**config.mk**
```make
export PLATFORM = sky130hd
export DESIGN_NAME = racr_regs
export DESIGN_NICKNAME = d
export VERILOG_FILES = /design/src/racr_pkg.sv /design/src/racr_clkdiv.sv /design/src/racr_regs.sv
export SDC_FILE = /design/constraint.sdc
export NUM_CORES = 1
export LEC_CHECK = 0
export BUFFER_PORTS_ARGS = -buffer_cell sky130_fd_sc_hd__buf_2
export CORE_ASPECT_RATIO = 1.2
export CORE_MARGIN = 5
export CORE_UTILIZATION = 23
export DETAILED_ROUTE_END_ITERATION = 10
export HOLD_SLACK_MARGIN = 0.05
export PLACE_DENSITY_LB_ADDON = 0.15
export REMOVE_ABC_BUFFERS = 1
export SYNTH_ARGS = -nofsm -noshare
export SYNTH_HDL_FRONTEND = slang
export SYNTH_SLANG_ARGS = --single-unit
export TNS_END_PERCENT = 1
```
**constraint.sdc**
```tcl
create_clock -name mclk -period 6.2 [get_ports mclk]
set_input_delay 0.31 -clock mclk [delete_from_list [all_inputs] [get_ports mclk]]
set_output_delay 0.31 -clock mclk [all_outputs]
set_load 0.02 [all_outputs]
```
**src/racr_pkg.sv**
```systemverilog
package racr_pkg;
   localparam logic [9:0] FCL_OFS   = 10'h315;
   localparam logic [9:0] IRC_OFS   = 10'h319;
   localparam logic [9:0] SDR_OFS   = 10'h322;
   localparam logic [9:0] RXP_OFS   = 10'h324;
   localparam logic [9:0] AXP_OFS   = 10'h325;
   localparam logic [9:0] CRH_OFS   = 10'h327;
   localparam logic [9:0] CRL_OFS   = 10'h328;
   localparam logic [9:0] BTT_OFS   = 10'h32D;
   localparam logic [9:0] ACD_OFS   = 10'h32E;
   localparam logic [7:0] FCL_RST   = 8'h32;
   localparam logic [3:0] ACD_RST   = 4'h4;
   localparam int         IRC_OVR_BIT = 5;
   localparam int         BAT_ALARM_BIT = 7;
   localparam logic [11:0] BMV_RST      = 12'hFFF;
   localparam logic [11:0] BAT_BASE_MV  = 12'h6A4;
   localparam logic [6:0]  BAT_STEP_MV  = 7'h3E;
endpackage

```
**src/racr_clkdiv.sv**
```systemverilog
`timescale 1ns/10ps
module racr_clkdiv #(
   parameter int W = 4
) (
   input  wire logic         mclk,
   input  wire logic         rstn,
   input  wire logic [W-1:0] div,
   output logic              clk_out
);
   logic [W-1:0] cnt_q;
   logic         out_q;

   // divide by div (div 1 toggles each cycle, dividing by 2): high for div/2 cycles, low for the rest
   always_ff @(posedge mclk) begin
      if (!rstn || div == '0) begin
         cnt_q <= '0;
      end else if (cnt_q >= div - W'(1)) begin
         cnt_q <= '0;
      end else begin
         cnt_q <= cnt_q + W'(1);
      end
   end

   always_ff @(posedge mclk) begin
      if (!rstn || div == '0) begin
         out_q <= 1'b0;
      end else begin
         out_q <= (div == W'(1)) ? ~out_q : (cnt_q < (div >> 1));
      end
   end

   assign clk_out = out_q;
endmodule

```
**src/racr_regs.sv**
```systemverilog
// Contract
// - an 8-bit pull-in limit resets to 50 and is rewritten on each entry to receive.
// - the automatic value is half the selected IF bandwidth in kHz.
// - bit 5 of the image calibration register makes user values replace calibration results.
// - the 2-bit source frequency selects off, xtal/4, xtal/8 or xtal/16.
// - the 3-bit source power maps 0 off, 1-2 min, 3-4 x2, 5-6 x3, 7 x4.
// - shutdown starts only when the request bit is 1 and chip select is high.
// - receive power bits are active-high enables resetting to 0, bit 4 enables the amplifier.
// - auxiliary bits enable the temperature (bit 1) and battery (bit 0) monitors.
// - the converter result reads split: bits 7:2 in high[5:0], bits 1:0 in low[7:6].
// - a 5-bit code sets the trip voltage to 1.7 V plus 62 mV per step.
// - a battery trip is reported through the interrupt path, not a status register.
// - the aux pin carries the crystal clock divided by a 4-bit value resetting to 4; a value of 1 divides by 2 here.
// - a divider of zero switches the aux clock off.
// - the battery alarm is bit 7 of the second interrupt source, set on low battery.
`timescale 1ns/10ps
module racr_regs #(
   parameter int AW = 10
) (
   input  wire logic          mclk,
   input  wire logic          rstn,
   input  wire logic          wr_en,
   input  wire logic          rd_en,
   input  wire logic [AW-1:0] addr,
   input  wire logic [7:0]    wdata,
   output logic [7:0]         rdata,
   output logic               rvalid,
   input  wire logic          cs_pin,
   input  wire logic          rx_entry,
   input  wire logic [1:0]    if_bw_sel,
   input  wire logic [7:0]    conv_result,
   input  wire logic [11:0]   batt_mv,
   output logic               shutdown_go,
   output logic [4:0]         rx_power_on,
   output logic               temperature_monitor_on,
   output logic               battery_monitor_on,
   output logic               image_cal_result_override,
   output logic [1:0]         cal_src_div_sel,
   output logic [2:0]         cal_src_level,
   output logic [11:0]        battery_trip_mv,
   output logic               battery_alarm_event,
   output logic [7:0]         irq_source1_bits,
   output logic               aux_clock_out_pin
);
   logic [7:0]  fcl_q;
   logic [5:0]  irc_q;
   logic        sdr_q;
   logic [4:0]  rxp_q;
   logic [1:0]  axp_q;
   logic [4:0]  btt_q;
   logic [3:0]  acd_q;
   logic [7:0]  conv_q;
   logic [7:0]  fcl_auto;
   logic        cs_m_q, cs_s_q;
   logic        rxe_m_q, rxe_s_q, rxe_d_q;
   logic [11:0] bmv_m_q, bmv_s_q, bmv_d_q;
   logic [11:0] bmv_q;
   logic        below_q;
   logic        alarm_q;
   logic [7:0]  rdata_q;
   logic        rvalid_q;
   logic [2:0]  lvl;
   logic [11:0] trip;
   logic [2:0]  lvl_q;
   logic [11:0] trip_q;
   logic        sd_go_q;

   // external levels pass two flops before use
   always_ff @(posedge mclk) begin
      if (!rstn) begin
         cs_m_q  <= 1'b0;
         cs_s_q  <= 1'b0;
         rxe_m_q <= 1'b0;
         rxe_s_q <= 1'b0;
         rxe_d_q <= 1'b0;
         bmv_m_q <= racr_pkg::BMV_RST;
         bmv_s_q <= racr_pkg::BMV_RST;
         bmv_d_q <= racr_pkg::BMV_RST;
      end else begin
         cs_m_q  <= cs_pin;
         cs_s_q  <= cs_m_q;
         rxe_m_q <= rx_entry;
         rxe_s_q <= rxe_m_q;
         rxe_d_q <= rxe_s_q;
         bmv_m_q <= batt_mv;
         bmv_s_q <= bmv_m_q;
         bmv_d_q <= bmv_s_q;
      end
   end

   // a multi-bit level may be caught mid-change, take it once two samples agree
   always_ff @(posedge mclk) begin
      if (!rstn) begin
         bmv_q <= racr_pkg::BMV_RST;
      end else if (bmv_s_q == bmv_d_q) begin
         bmv_q <= bmv_d_q;
      end
   end

   // half of 100/150/200/300 khz
   always_comb begin
      case (if_bw_sel)
         2'h0:    fcl_auto = 8'h32;
         2'h1:    fcl_auto = 8'h4B;
         2'h2:    fcl_auto = 8'h64;
         default: fcl_auto = 8'h96;
      endcase
   end

   // automatic update on receive entry wins over a host write in the same cycle
   always_ff @(posedge mclk) begin
      if (!rstn) begin
         fcl_q <= racr_pkg::FCL_RST;
      end else if (rxe_s_q && !rxe_d_q) begin
         fcl_q <= fcl_auto;
      end else if (wr_en && addr == racr_pkg::FCL_OFS) begin
         fcl_q <= wdata;
      end
   end

   always_ff @(posedge mclk) begin
      if (!rstn) begin
         irc_q <= '0;
         sdr_q <= 1'b0;
         rxp_q <= '0;
         axp_q <= '0;
         btt_q <= '0;
         acd_q <= racr_pkg::ACD_RST;
      end else if (wr_en) begin
         case (addr)
            racr_pkg::IRC_OFS: irc_q <= wdata[5:0];
            racr_pkg::SDR_OFS: sdr_q <= wdata[0];
            racr_pkg::RXP_OFS: rxp_q <= wdata[4:0];
            racr_pkg::AXP_OFS: axp_q <= wdata[1:0];
            racr_pkg::BTT_OFS: btt_q <= wdata[4:0];
            racr_pkg::ACD_OFS: acd_q <= wdata[3:0];
            default: ;
         endcase
      end
   end

   always_ff @(posedge mclk) begin
      if (!rstn) begin
         conv_q <= '0;
      end else begin
         conv_q <= conv_result;
      end
   end

   assign rx_power_on               = rxp_q;
   assign temperature_monitor_on    = axp_q[1];
   assign battery_monitor_on        = axp_q[0];
   assign image_cal_result_override = irc_q[racr_pkg::IRC_OVR_BIT];
   assign cal_src_div_sel           = irc_q[4:3];

   // pairs of codes share one level, 0 is off
   always_comb begin
      case (irc_q[2:0])
         3'h0:       lvl = 3'h0;
         3'h1, 3'h2: lvl = 3'h1;
         3'h3, 3'h4: lvl = 3'h2;
         3'h5, 3'h6: lvl = 3'h3;
         default:    lvl = 3'h4;
      endcase
   end

   assign trip = racr_pkg::BAT_BASE_MV + 12'(btt_q) * 12'(racr_pkg::BAT_STEP_MV);

   // decoded outputs leave from flops so the analog side never sees a decode glitch
   always_ff @(posedge mclk) begin
      if (!rstn) begin
         sd_go_q <= 1'b0;
         lvl_q   <= 3'h0;
         trip_q  <= racr_pkg::BAT_BASE_MV;
      end else begin
         sd_go_q <= sdr_q & cs_s_q;
         lvl_q   <= lvl;
         trip_q  <= trip;
      end
   end
   assign shutdown_go     = sd_go_q;
   assign cal_src_level   = lvl_q;
   assign battery_trip_mv = trip_q;

   // the alarm edge goes to the interrupt logic, no status register here
   always_ff @(posedge mclk) begin
      if (!rstn) begin
         below_q <= 1'b0;
         alarm_q <= 1'b0;
      end else begin
         below_q <= axp_q[0] && (bmv_q < trip);
         alarm_q <= axp_q[0] && (bmv_q < trip) && !below_q;
      end
   end
   assign battery_alarm_event = alarm_q;
   assign irq_source1_bits    = 8'(alarm_q) << racr_pkg::BAT_ALARM_BIT;

   racr_clkdiv #(
      .W (4)
   ) u_div (
      .mclk    (mclk),
      .rstn    (rstn),
      .div     (acd_q),
      .clk_out (aux_clock_out_pin)
   );

   always_ff @(posedge mclk) begin
      if (!rstn) begin
         rdata_q  <= '0;
         rvalid_q <= 1'b0;
      end else begin
         rvalid_q <= rd_en;
         if (rd_en) begin
            case (addr)
               racr_pkg::FCL_OFS: rdata_q <= fcl_q;
               racr_pkg::IRC_OFS: rdata_q <= {2'h0, irc_q};
               racr_pkg::SDR_OFS: rdata_q <= {7'h00, sdr_q};
               racr_pkg::RXP_OFS: rdata_q <= {3'h0, rxp_q};
               racr_pkg::AXP_OFS: rdata_q <= {6'h00, axp_q};
               racr_pkg::CRH_OFS: rdata_q <= {2'h0, conv_q[7:2]};
               racr_pkg::CRL_OFS: rdata_q <= {conv_q[1:0], 6'h00};
               racr_pkg::BTT_OFS: rdata_q <= {3'h0, btt_q};
               racr_pkg::ACD_OFS: rdata_q <= {4'h0, acd_q};
               default:           rdata_q <= 8'h00;
            endcase
         end
      end
   end
   assign rdata  = rdata_q;
   assign rvalid = rvalid_q;

   chk_shutdown_needs_cs: assert property (@(posedge mclk) disable iff (!rstn)
      shutdown_go |-> ($past(sdr_q) && $past(cs_pin, 3)))
      else $error("shutdown without request and chip select");
   chk_limit_reset_value: assert property (@(posedge mclk)
      !rstn |=> fcl_q == 8'h32)
      else $error("pull-in limit reset wrong");
   chk_limit_auto_set: assert property (@(posedge mclk) disable iff (!rstn)
      (rxe_s_q && !rxe_d_q) |=> fcl_q == $past(fcl_auto))
      else $error("pull-in limit not set on receive entry");
   chk_split_readback: assert property (@(posedge mclk) disable iff (!rstn)
      (rd_en && addr == racr_pkg::CRL_OFS) |=> rdata[5:0] == 6'h00)
      else $error("reserved low readback bits set");
   chk_div_zero_off: assert property (@(posedge mclk) disable iff (!rstn)
      (acd_q == 4'h0) [*2] |-> !aux_clock_out_pin)
      else $error("aux clock runs with divider zero");
   chk_alarm_one_pulse: assert property (@(posedge mclk) disable iff (!rstn)
      alarm_q |=> !alarm_q)
      else $error("battery alarm longer than one cycle");
   chk_alarm_needs_on: assert property (@(posedge mclk) disable iff (!rstn)
      irq_source1_bits[7] |-> $past(axp_q[0]))
      else $error("alarm with battery monitor off");
   chk_level_max: assert property (@(posedge mclk) disable iff (!rstn)
      (irc_q[2:0] == 3'h7) |=> cal_src_level == 3'h4)
      else $error("source level code 7 wrong");
   chk_limit_half_bw: assert property (@(posedge mclk) disable iff (!rstn)
      (rxe_s_q && !rxe_d_q) |=> fcl_q == ($past(if_bw_sel) == 2'h3 ? 8'h96 :
         8'h32 + 8'h19 * {6'h00, $past(if_bw_sel)}))
      else $error("pull-in limit not half the bandwidth");
   chk_limit_host_write: assert property (@(posedge mclk) disable iff (!rstn)
      (wr_en && addr == racr_pkg::FCL_OFS && !(rxe_s_q && !rxe_d_q))
         |=> fcl_q == $past(wdata))
      else $error("pull-in limit write lost");
   chk_override_write: assert property (@(posedge mclk) disable iff (!rstn)
      (wr_en && addr == racr_pkg::IRC_OFS)
         |=> image_cal_result_override == $past(wdata[racr_pkg::IRC_OVR_BIT]))
      else $error("override enable not taken");
   chk_src_div_write: assert property (@(posedge mclk) disable iff (!rstn)
      (wr_en && addr == racr_pkg::IRC_OFS) |=> cal_src_div_sel == $past(wdata[4:3]))
      else $error("source divider select not taken");
   chk_level_off: assert property (@(posedge mclk) disable iff (!rstn)
      (irc_q[2:0] == 3'h0) |=> cal_src_level == 3'h0)
      else $error("source level not off for code 0");
   chk_shutdown_needs_bit: assert property (@(posedge mclk) disable iff (!rstn)
      !sdr_q |=> !shutdown_go)
      else $error("shutdown without request bit");
   chk_rx_power_reset: assert property (@(posedge mclk)
      !rstn |=> rx_power_on == 5'h00)
      else $error("receive enables not cleared by reset");
   chk_rx_power_write: assert property (@(posedge mclk) disable iff (!rstn)
      (wr_en && addr == racr_pkg::RXP_OFS) |=> rx_power_on == $past(wdata[4:0]))
      else $error("receive enables not taken");
   chk_monitor_write: assert property (@(posedge mclk) disable iff (!rstn)
      (wr_en && addr == racr_pkg::AXP_OFS)
         |=> {temperature_monitor_on, battery_monitor_on} == $past(wdata[1:0]))
      else $error("monitor enables not taken");
   chk_split_high: assert property (@(posedge mclk) disable iff (!rstn)
      (rd_en && addr == racr_pkg::CRH_OFS) |=> rdata[7:6] == 2'h0)
      else $error("reserved high readback bits set");
   chk_trip_base: assert property (@(posedge mclk) disable iff (!rstn)
      (btt_q == 5'h00) |=> battery_trip_mv == 12'h6A4)
      else $error("trip level for code 0 wrong");
   chk_trip_top: assert property (@(posedge mclk) disable iff (!rstn)
      (btt_q == 5'h1F) |=> battery_trip_mv == 12'hE26)
      else $error("trip level for top code wrong");
   chk_alarm_on_drop: assert property (@(posedge mclk) disable iff (!rstn)
      (axp_q[0] && bmv_q < trip && !below_q) |=> battery_alarm_event)
      else $error("battery drop not reported");
   chk_div_reset_value: assert property (@(posedge mclk)
      !rstn |=> acd_q == 4'h4)
      else $error("aux divider reset wrong");
   chk_reserved_read: assert property (@(posedge mclk) disable iff (!rstn)
      (rd_en && addr == racr_pkg::RXP_OFS) |=> rdata[7:5] == 3'h0)
      else $error("reserved receive power bits set");
   cov_shutdown:  cover property (@(posedge mclk) disable iff (!rstn) shutdown_go);
   cov_rx_entry:  cover property (@(posedge mclk) disable iff (!rstn) rxe_s_q && !rxe_d_q);
   cov_alarm:     cover property (@(posedge mclk) disable iff (!rstn) alarm_q);
   cov_aux_clock: cover property (@(posedge mclk) disable iff (!rstn) $rose(aux_clock_out_pin));
endmodule

```
After elaboration in Yosys (flattened, before gate mapping)
Index checks and enable logic that the tools add are counted.

cells by class
  add/subtract/negate cells = 3
  bitwise gates (word level) = 2
  multiplexer cells = 6
  $lt $le $gt $ge = 3
  reductions and logical operators = 22
  equal/unequal tests = 19
  $mul = 1

operators by type and width
  cell                                                                 number
  10-bit == test, second input constant                                9
  8-bit one-hot mux with 9 select lines                                1
  8-bit one-hot mux with 3 select lines                                1
  8-bit two-way mux                                                    2
  11-bit by 11-bit adder with 12-bit output, first input constant      1
  12-bit == test                                                       1
  12-bit < comparator                                                  1
  3-bit one-hot mux with 4 select lines                                1
  2-bit AND reduction                                                  6
  5-bit by 5-bit multiplier with 10-bit output, second input constant  1
  3-bit == test, second input constant                                 3
  2-bit OR reduction                                                   4
  3-bit by 2-bit == test with 1-bit output, second input constant      2
  4-bit by 1-bit adder with 4-bit output, second input constant        1
  4-bit by 1-bit == test with 1-bit output, second input constant      1
  4-bit >= comparator                                                  1
  1-bit logical AND                                                    4
  4-bit zero test                                                      1
  4-bit by 3-bit < comparator with 1-bit output                        1
  4-bit by 1-bit subtractor with 4-bit output, second input constant   1
  3-bit by 1-bit == test with 1-bit output, second input constant      1
  1-bit zero test                                                      3
  3-bit zero test                                                      1
  2-bit by 1-bit == test with 1-bit output, second input constant      1
  7 further kinds                                                      7

storage, ports and cells
  register bits after elaboration = 124
  output and inout bits = 45
  logic and storage cells = 82

Logic depth before layout (Yosys ltp)
  depth in word-level cells = 5
  mapped depth = 18
  mapped depth without buffers = 17

By module
Synthesis repeated with hierarchy kept, for this count alone.

second synthesis, totals
  cell total of the unflattened synthesis = 629
  area, all modules = 5919.4 µm²

by module, submodules not included
  module       times used  seq. area each (µm²)  cells an instance  area each (µm²)
  racr_regs    1           2342.2                587                5516.5
  racr_clkdiv  1           100.1                 42                 402.9

Worst setup path after synthesis
OpenSTA, ideal clock, no wires.

  kind = flip-flop to flip-flop
  start point = register btt_q[2]
  end point = register alarm_q (netlist: battery_alarm_event)
  setup time = 0.086 ns
  clock period less this slack = 4.493 ns
  data arrival time = 4.407 ns
  setup slack = 1.707 ns
  required time = 6.114 ns
  stages on the path, launching flop included = 18
  cells stage by stage = dfxtp_1 > fa_1 > inv_1 > fa_1 > fa_1 > inv_1 > ha_1 > nand2_1 > o2111a_1 > or4_4 > o21ai_4 > nand2_2 > xor2_1 > ha_1 > nor2b_1 > o21ai_0 > nand4b_1 > a211oi_1

on the way
  cells in the longest elaborated chain, start to end = 5

ends and longest elaborated chain
  what                                          line              source
  from (decl)                                   racr_regs.sv:50   logic [4:0] btt_q;
  from (signal assigned)                        racr_regs.sv:135  racr_pkg::BTT_OFS: btt_q <= wdata[4:0];
  5-bit by 5-bit multiplier with 10-bit output  racr_regs.sv:167  assign trip = racr_pkg::BAT_BASE_MV + 12'(btt_q) * 12'(racr_pkg::BAT_STEP_MV);
  11-bit by 11-bit adder with 12-bit output     racr_regs.sv:167
  12-bit < comparator                           racr_regs.sv:192  alarm_q <= axp_q[0] && (bmv_q < trip) && !below_q;
  1-bit logical AND (2 in series)               racr_regs.sv:192
  to (signal assigned)                          racr_regs.sv:192
  to (decl)                                     racr_regs.sv:59   logic alarm_q;

Every way passes these cells.
A chain may end at the register's enable or synchronous reset.

Worst setup path in the final report
Same ends and word-level chain as after synthesis.

==> out/results.txt <==
Worst Tran Pin Value - 0.6970 ns
FILL cells - 2735
grt total ovfl - 0
leakage power - 3.152 nW
final core utilization - 28.17%
Setup crit end kind - register
crit-path max FO - 8
nets@finish - 788
reg-to-reg slack, setup - 1.32 ns
synth unique cells - 65
CP dominant cell by count - fa_1
DR vias/cell - 4.257
# IOs - 91
yosys warns - 0
cell taking the most area after synthesis - dfxtp_1
worst hold path type - in2reg
Initial Util - 23.17%
later-pin clock latency in the skew report - 0.41 ns
max_cap viols - 0
Synth top area share - 41.66%
Starting DRT DRC Count - 159
FMAX - 0.2049 GHz
Fin Setup TNS - 0 ns
crit-path cells - fa_1 > inv_1 > fa_1 > fa_1 > inv_1 > ha_1 > nand2_1 > o2111a_1 > or4_4 > o21ai_4 > nand2_2 > xor2_1 > ha_1 > nor2b_1 > o21ai_0 > nand4b_1 > a211oi_1
Die ar. - 0.02880 mm^2
Largest delay share family, worst path - adder cells
Die Ht - 184.9 um
Mapped Area - 0.005863 mm^2
CTS Buf Count - 17
Final min period - 4.881 ns
ys flop type - dfxtp_1
detailed placer's ending HPWL - 10.90 mm
top-count cell post-synth - dfxtp_1
worst path bufs/invs - 2
TritonCTS clock tree - done
Cells after Synth - 617
initial antenna violation count - 1
total global routing track utilization - 10.31%
status - finished clean
Synth top cells by count - dfxtp_1, nor2_1, nand2_1
Critical-path top delay cell - or4_4
Vias - 4406
share of layout cells above drive strength 1 - 18.72%
CTS-repair resized insts - 0
DRC Markers - 0
CTS hold repair buffers - 0
Setup Viol. Count Final - 0
CP max stage delay - 0.56 ns
CTS Sinks - 122
number of diodes - 0
Post-Place Worst Slack - 1.312 ns
Port Buf Inserts - 82
period utilisation layout - 78.73%
total chip power - 1.969 mW
area grow syn2layout - 21.60%
Die W - 155.8 um
Slew HR - 53.40%
clk buf depth - 2
Slew Viols, Final - 0
DRT Wirelength - 14.51 mm
num rows - 64
crit path from - btt_q[2]
power density cells - 276.2 mW/mm^2
routability cong. - 0.7786
CP Launch Type - register
largest net degree at the start of global routing - 61
EDFF count, synth - 0
CP Class - reg2reg
maximum vdd drop - 159.3 uV
flops & latches, synth - 122
synthesized area per cell - 9.503 um^2
final hold slack - 0.07845 ns
Worst Path Required - 6.52 ns
top post-synthesis cells by area - dfxtp_1, ha_1, nand2b_1
Worst Setup EP - battery_alarm_event
Reg-to-Reg End - battery_alarm_event
crit path DAT - 5.20 ns
wire length per cell - 14.02 um
Async S/R FF share, synth - 0%
setup ws final - 1.319 ns
core footprint - 0.02530 mm^2
TritonRoute pass-1 iters - 5
skew final - 0.01160 ns
vias in the first global route - 4463
RSZ-0062 raised after global routing - false
first-pass GRT wire length - 23.60 mm
H-tree Lvls - 4
Worst-path clk slew - 0.06 ns
Post-CTS Repair Setup Buffers - 0
post-route ant nets - 0
Hold Fails Final Rpt - 0
R2R Path Start - btt_q[2]
Worst path depth - 17
Reg2Reg Depth - 17
post-synthesis sequential area ratio - 41.66%
Root Driver - clkbuf_16
worst register-to-register path: stages, from the launching register on:
cell and delay (ns):
dfxtp_1 0.55, fa_1 0.53, inv_1 0.10, fa_1 0.47, fa_1 0.51, inv_1 0.04
ha_1 0.35, nand2_1 0.10, o2111a_1 0.24, or4_4 0.56, o21ai_4 0.11, nand2_2 0.10
xor2_1 0.18, ha_1 0.30, nor2b_1 0.13, o21ai_0 0.13, nand4b_1 0.13, a211oi_1 0.26
how the worst min path moves through the flow:
stage / from / endpoint / cells after the start
2_1_floorplan: below_q / battery_alarm_event / 1
3_3_place_gp: below_q / battery_alarm_event / 1
3_5_place_dp: bmv_m_q[0] / bmv_s_q[0] / 1
4_1_cts: batt_mv[7] / bmv_m_q[7] / 2
5_1_grt: batt_mv[0] / bmv_m_q[0] / 2
6_report: batt_mv[1] / bmv_m_q[1] / 2
layer usage:
layer | GRT usage, % | wire length, um
met2 | 17.23 | 7067
met1 | 13.02 | 6566
met3 | 2.828 | 690
met5 | 0 | 0
met4 | 3.012 | 191
through the flow:
step / instance area, um^2 / std cells
4_1_cts: 7129 / 1035
6_report: 7129 / 1035
2_1_floorplan: 5702 / 589
5_1_grt: 7129 / 1035
3_5_place_dp: 6540 / 1003
3_3_place_gp: 6540 / 1003
cells by family (layout without fill, tap and decap cells):
group                    count (synthesis)  count (layout)  share of synthesized area (%)
adder cells (fa/ha/maj)                 50              50                          11.69
buffers and inverters                   63             144                          4.993
multiplexers                            26              26                          4.439
AO/OA/AOI/OAI                           96              96                          11.87
XOR/XNOR                                29              29                          4.460
other                                    1               8                        0.06396
flip-flops                             122             122                          41.66
AND/OR/NAND/NOR                        230             230                          20.83
cell usage in the layout (no fill, tap or decap), drive strengths merged, types with 9 or more instances in the layout:
| cell | n |
|---|---|
| a211oi | 10 |
| a21oi | 23 |
| a22oi | 11 |
| and2 | 20 |
| buf | 84 |
| clkbuf | 17 |
| dfxtp | 122 |
| ha | 42 |
| inv | 34 |
| mux2i | 26 |
| nand2 | 52 |
| nand2b | 43 |
| nand3 | 16 |
| nor2 | 54 |
| nor3 | 10 |
| o21ai | 14 |
| xnor2 | 9 |
| xor2 | 20 |
power breakdown:
| group | switching [mW] | internal (mW) | leakage [nW] |
|---|---|---|---|
| logic | 0.0807 | 0.0581 | 1.86 |
| clock network | 0.399 | 0.601 | 0.291 |
| registers | 0.0178 | 0.812 | 0.997 |
cell type report:
class                      instances  area, um^2  share of cell area [%]
multi-input combinational        439        3154                   44.24
sequential                       122        2442                   34.26
clock buffer                      17       425.4                   5.967
timing repair buffer              84       425.4                   5.967
tap                              330       412.9                   5.792
clock inverter                    15       163.9                   2.299
inverter                          28       105.1                   1.474
sequential cells by signal, summed over array words and instances, names as in the netlist, 6 cells and up:
signal / cells
battery_trip_mv: 11
rdata: 8
irc_q: 6
bmv_q: 11
bmv_m_q: 12
fcl_q: 8
bmv_d_q: 12
bmv_s_q: 12
conv_q: 8
Note: power is estimated with default switching activity, not from simulation.
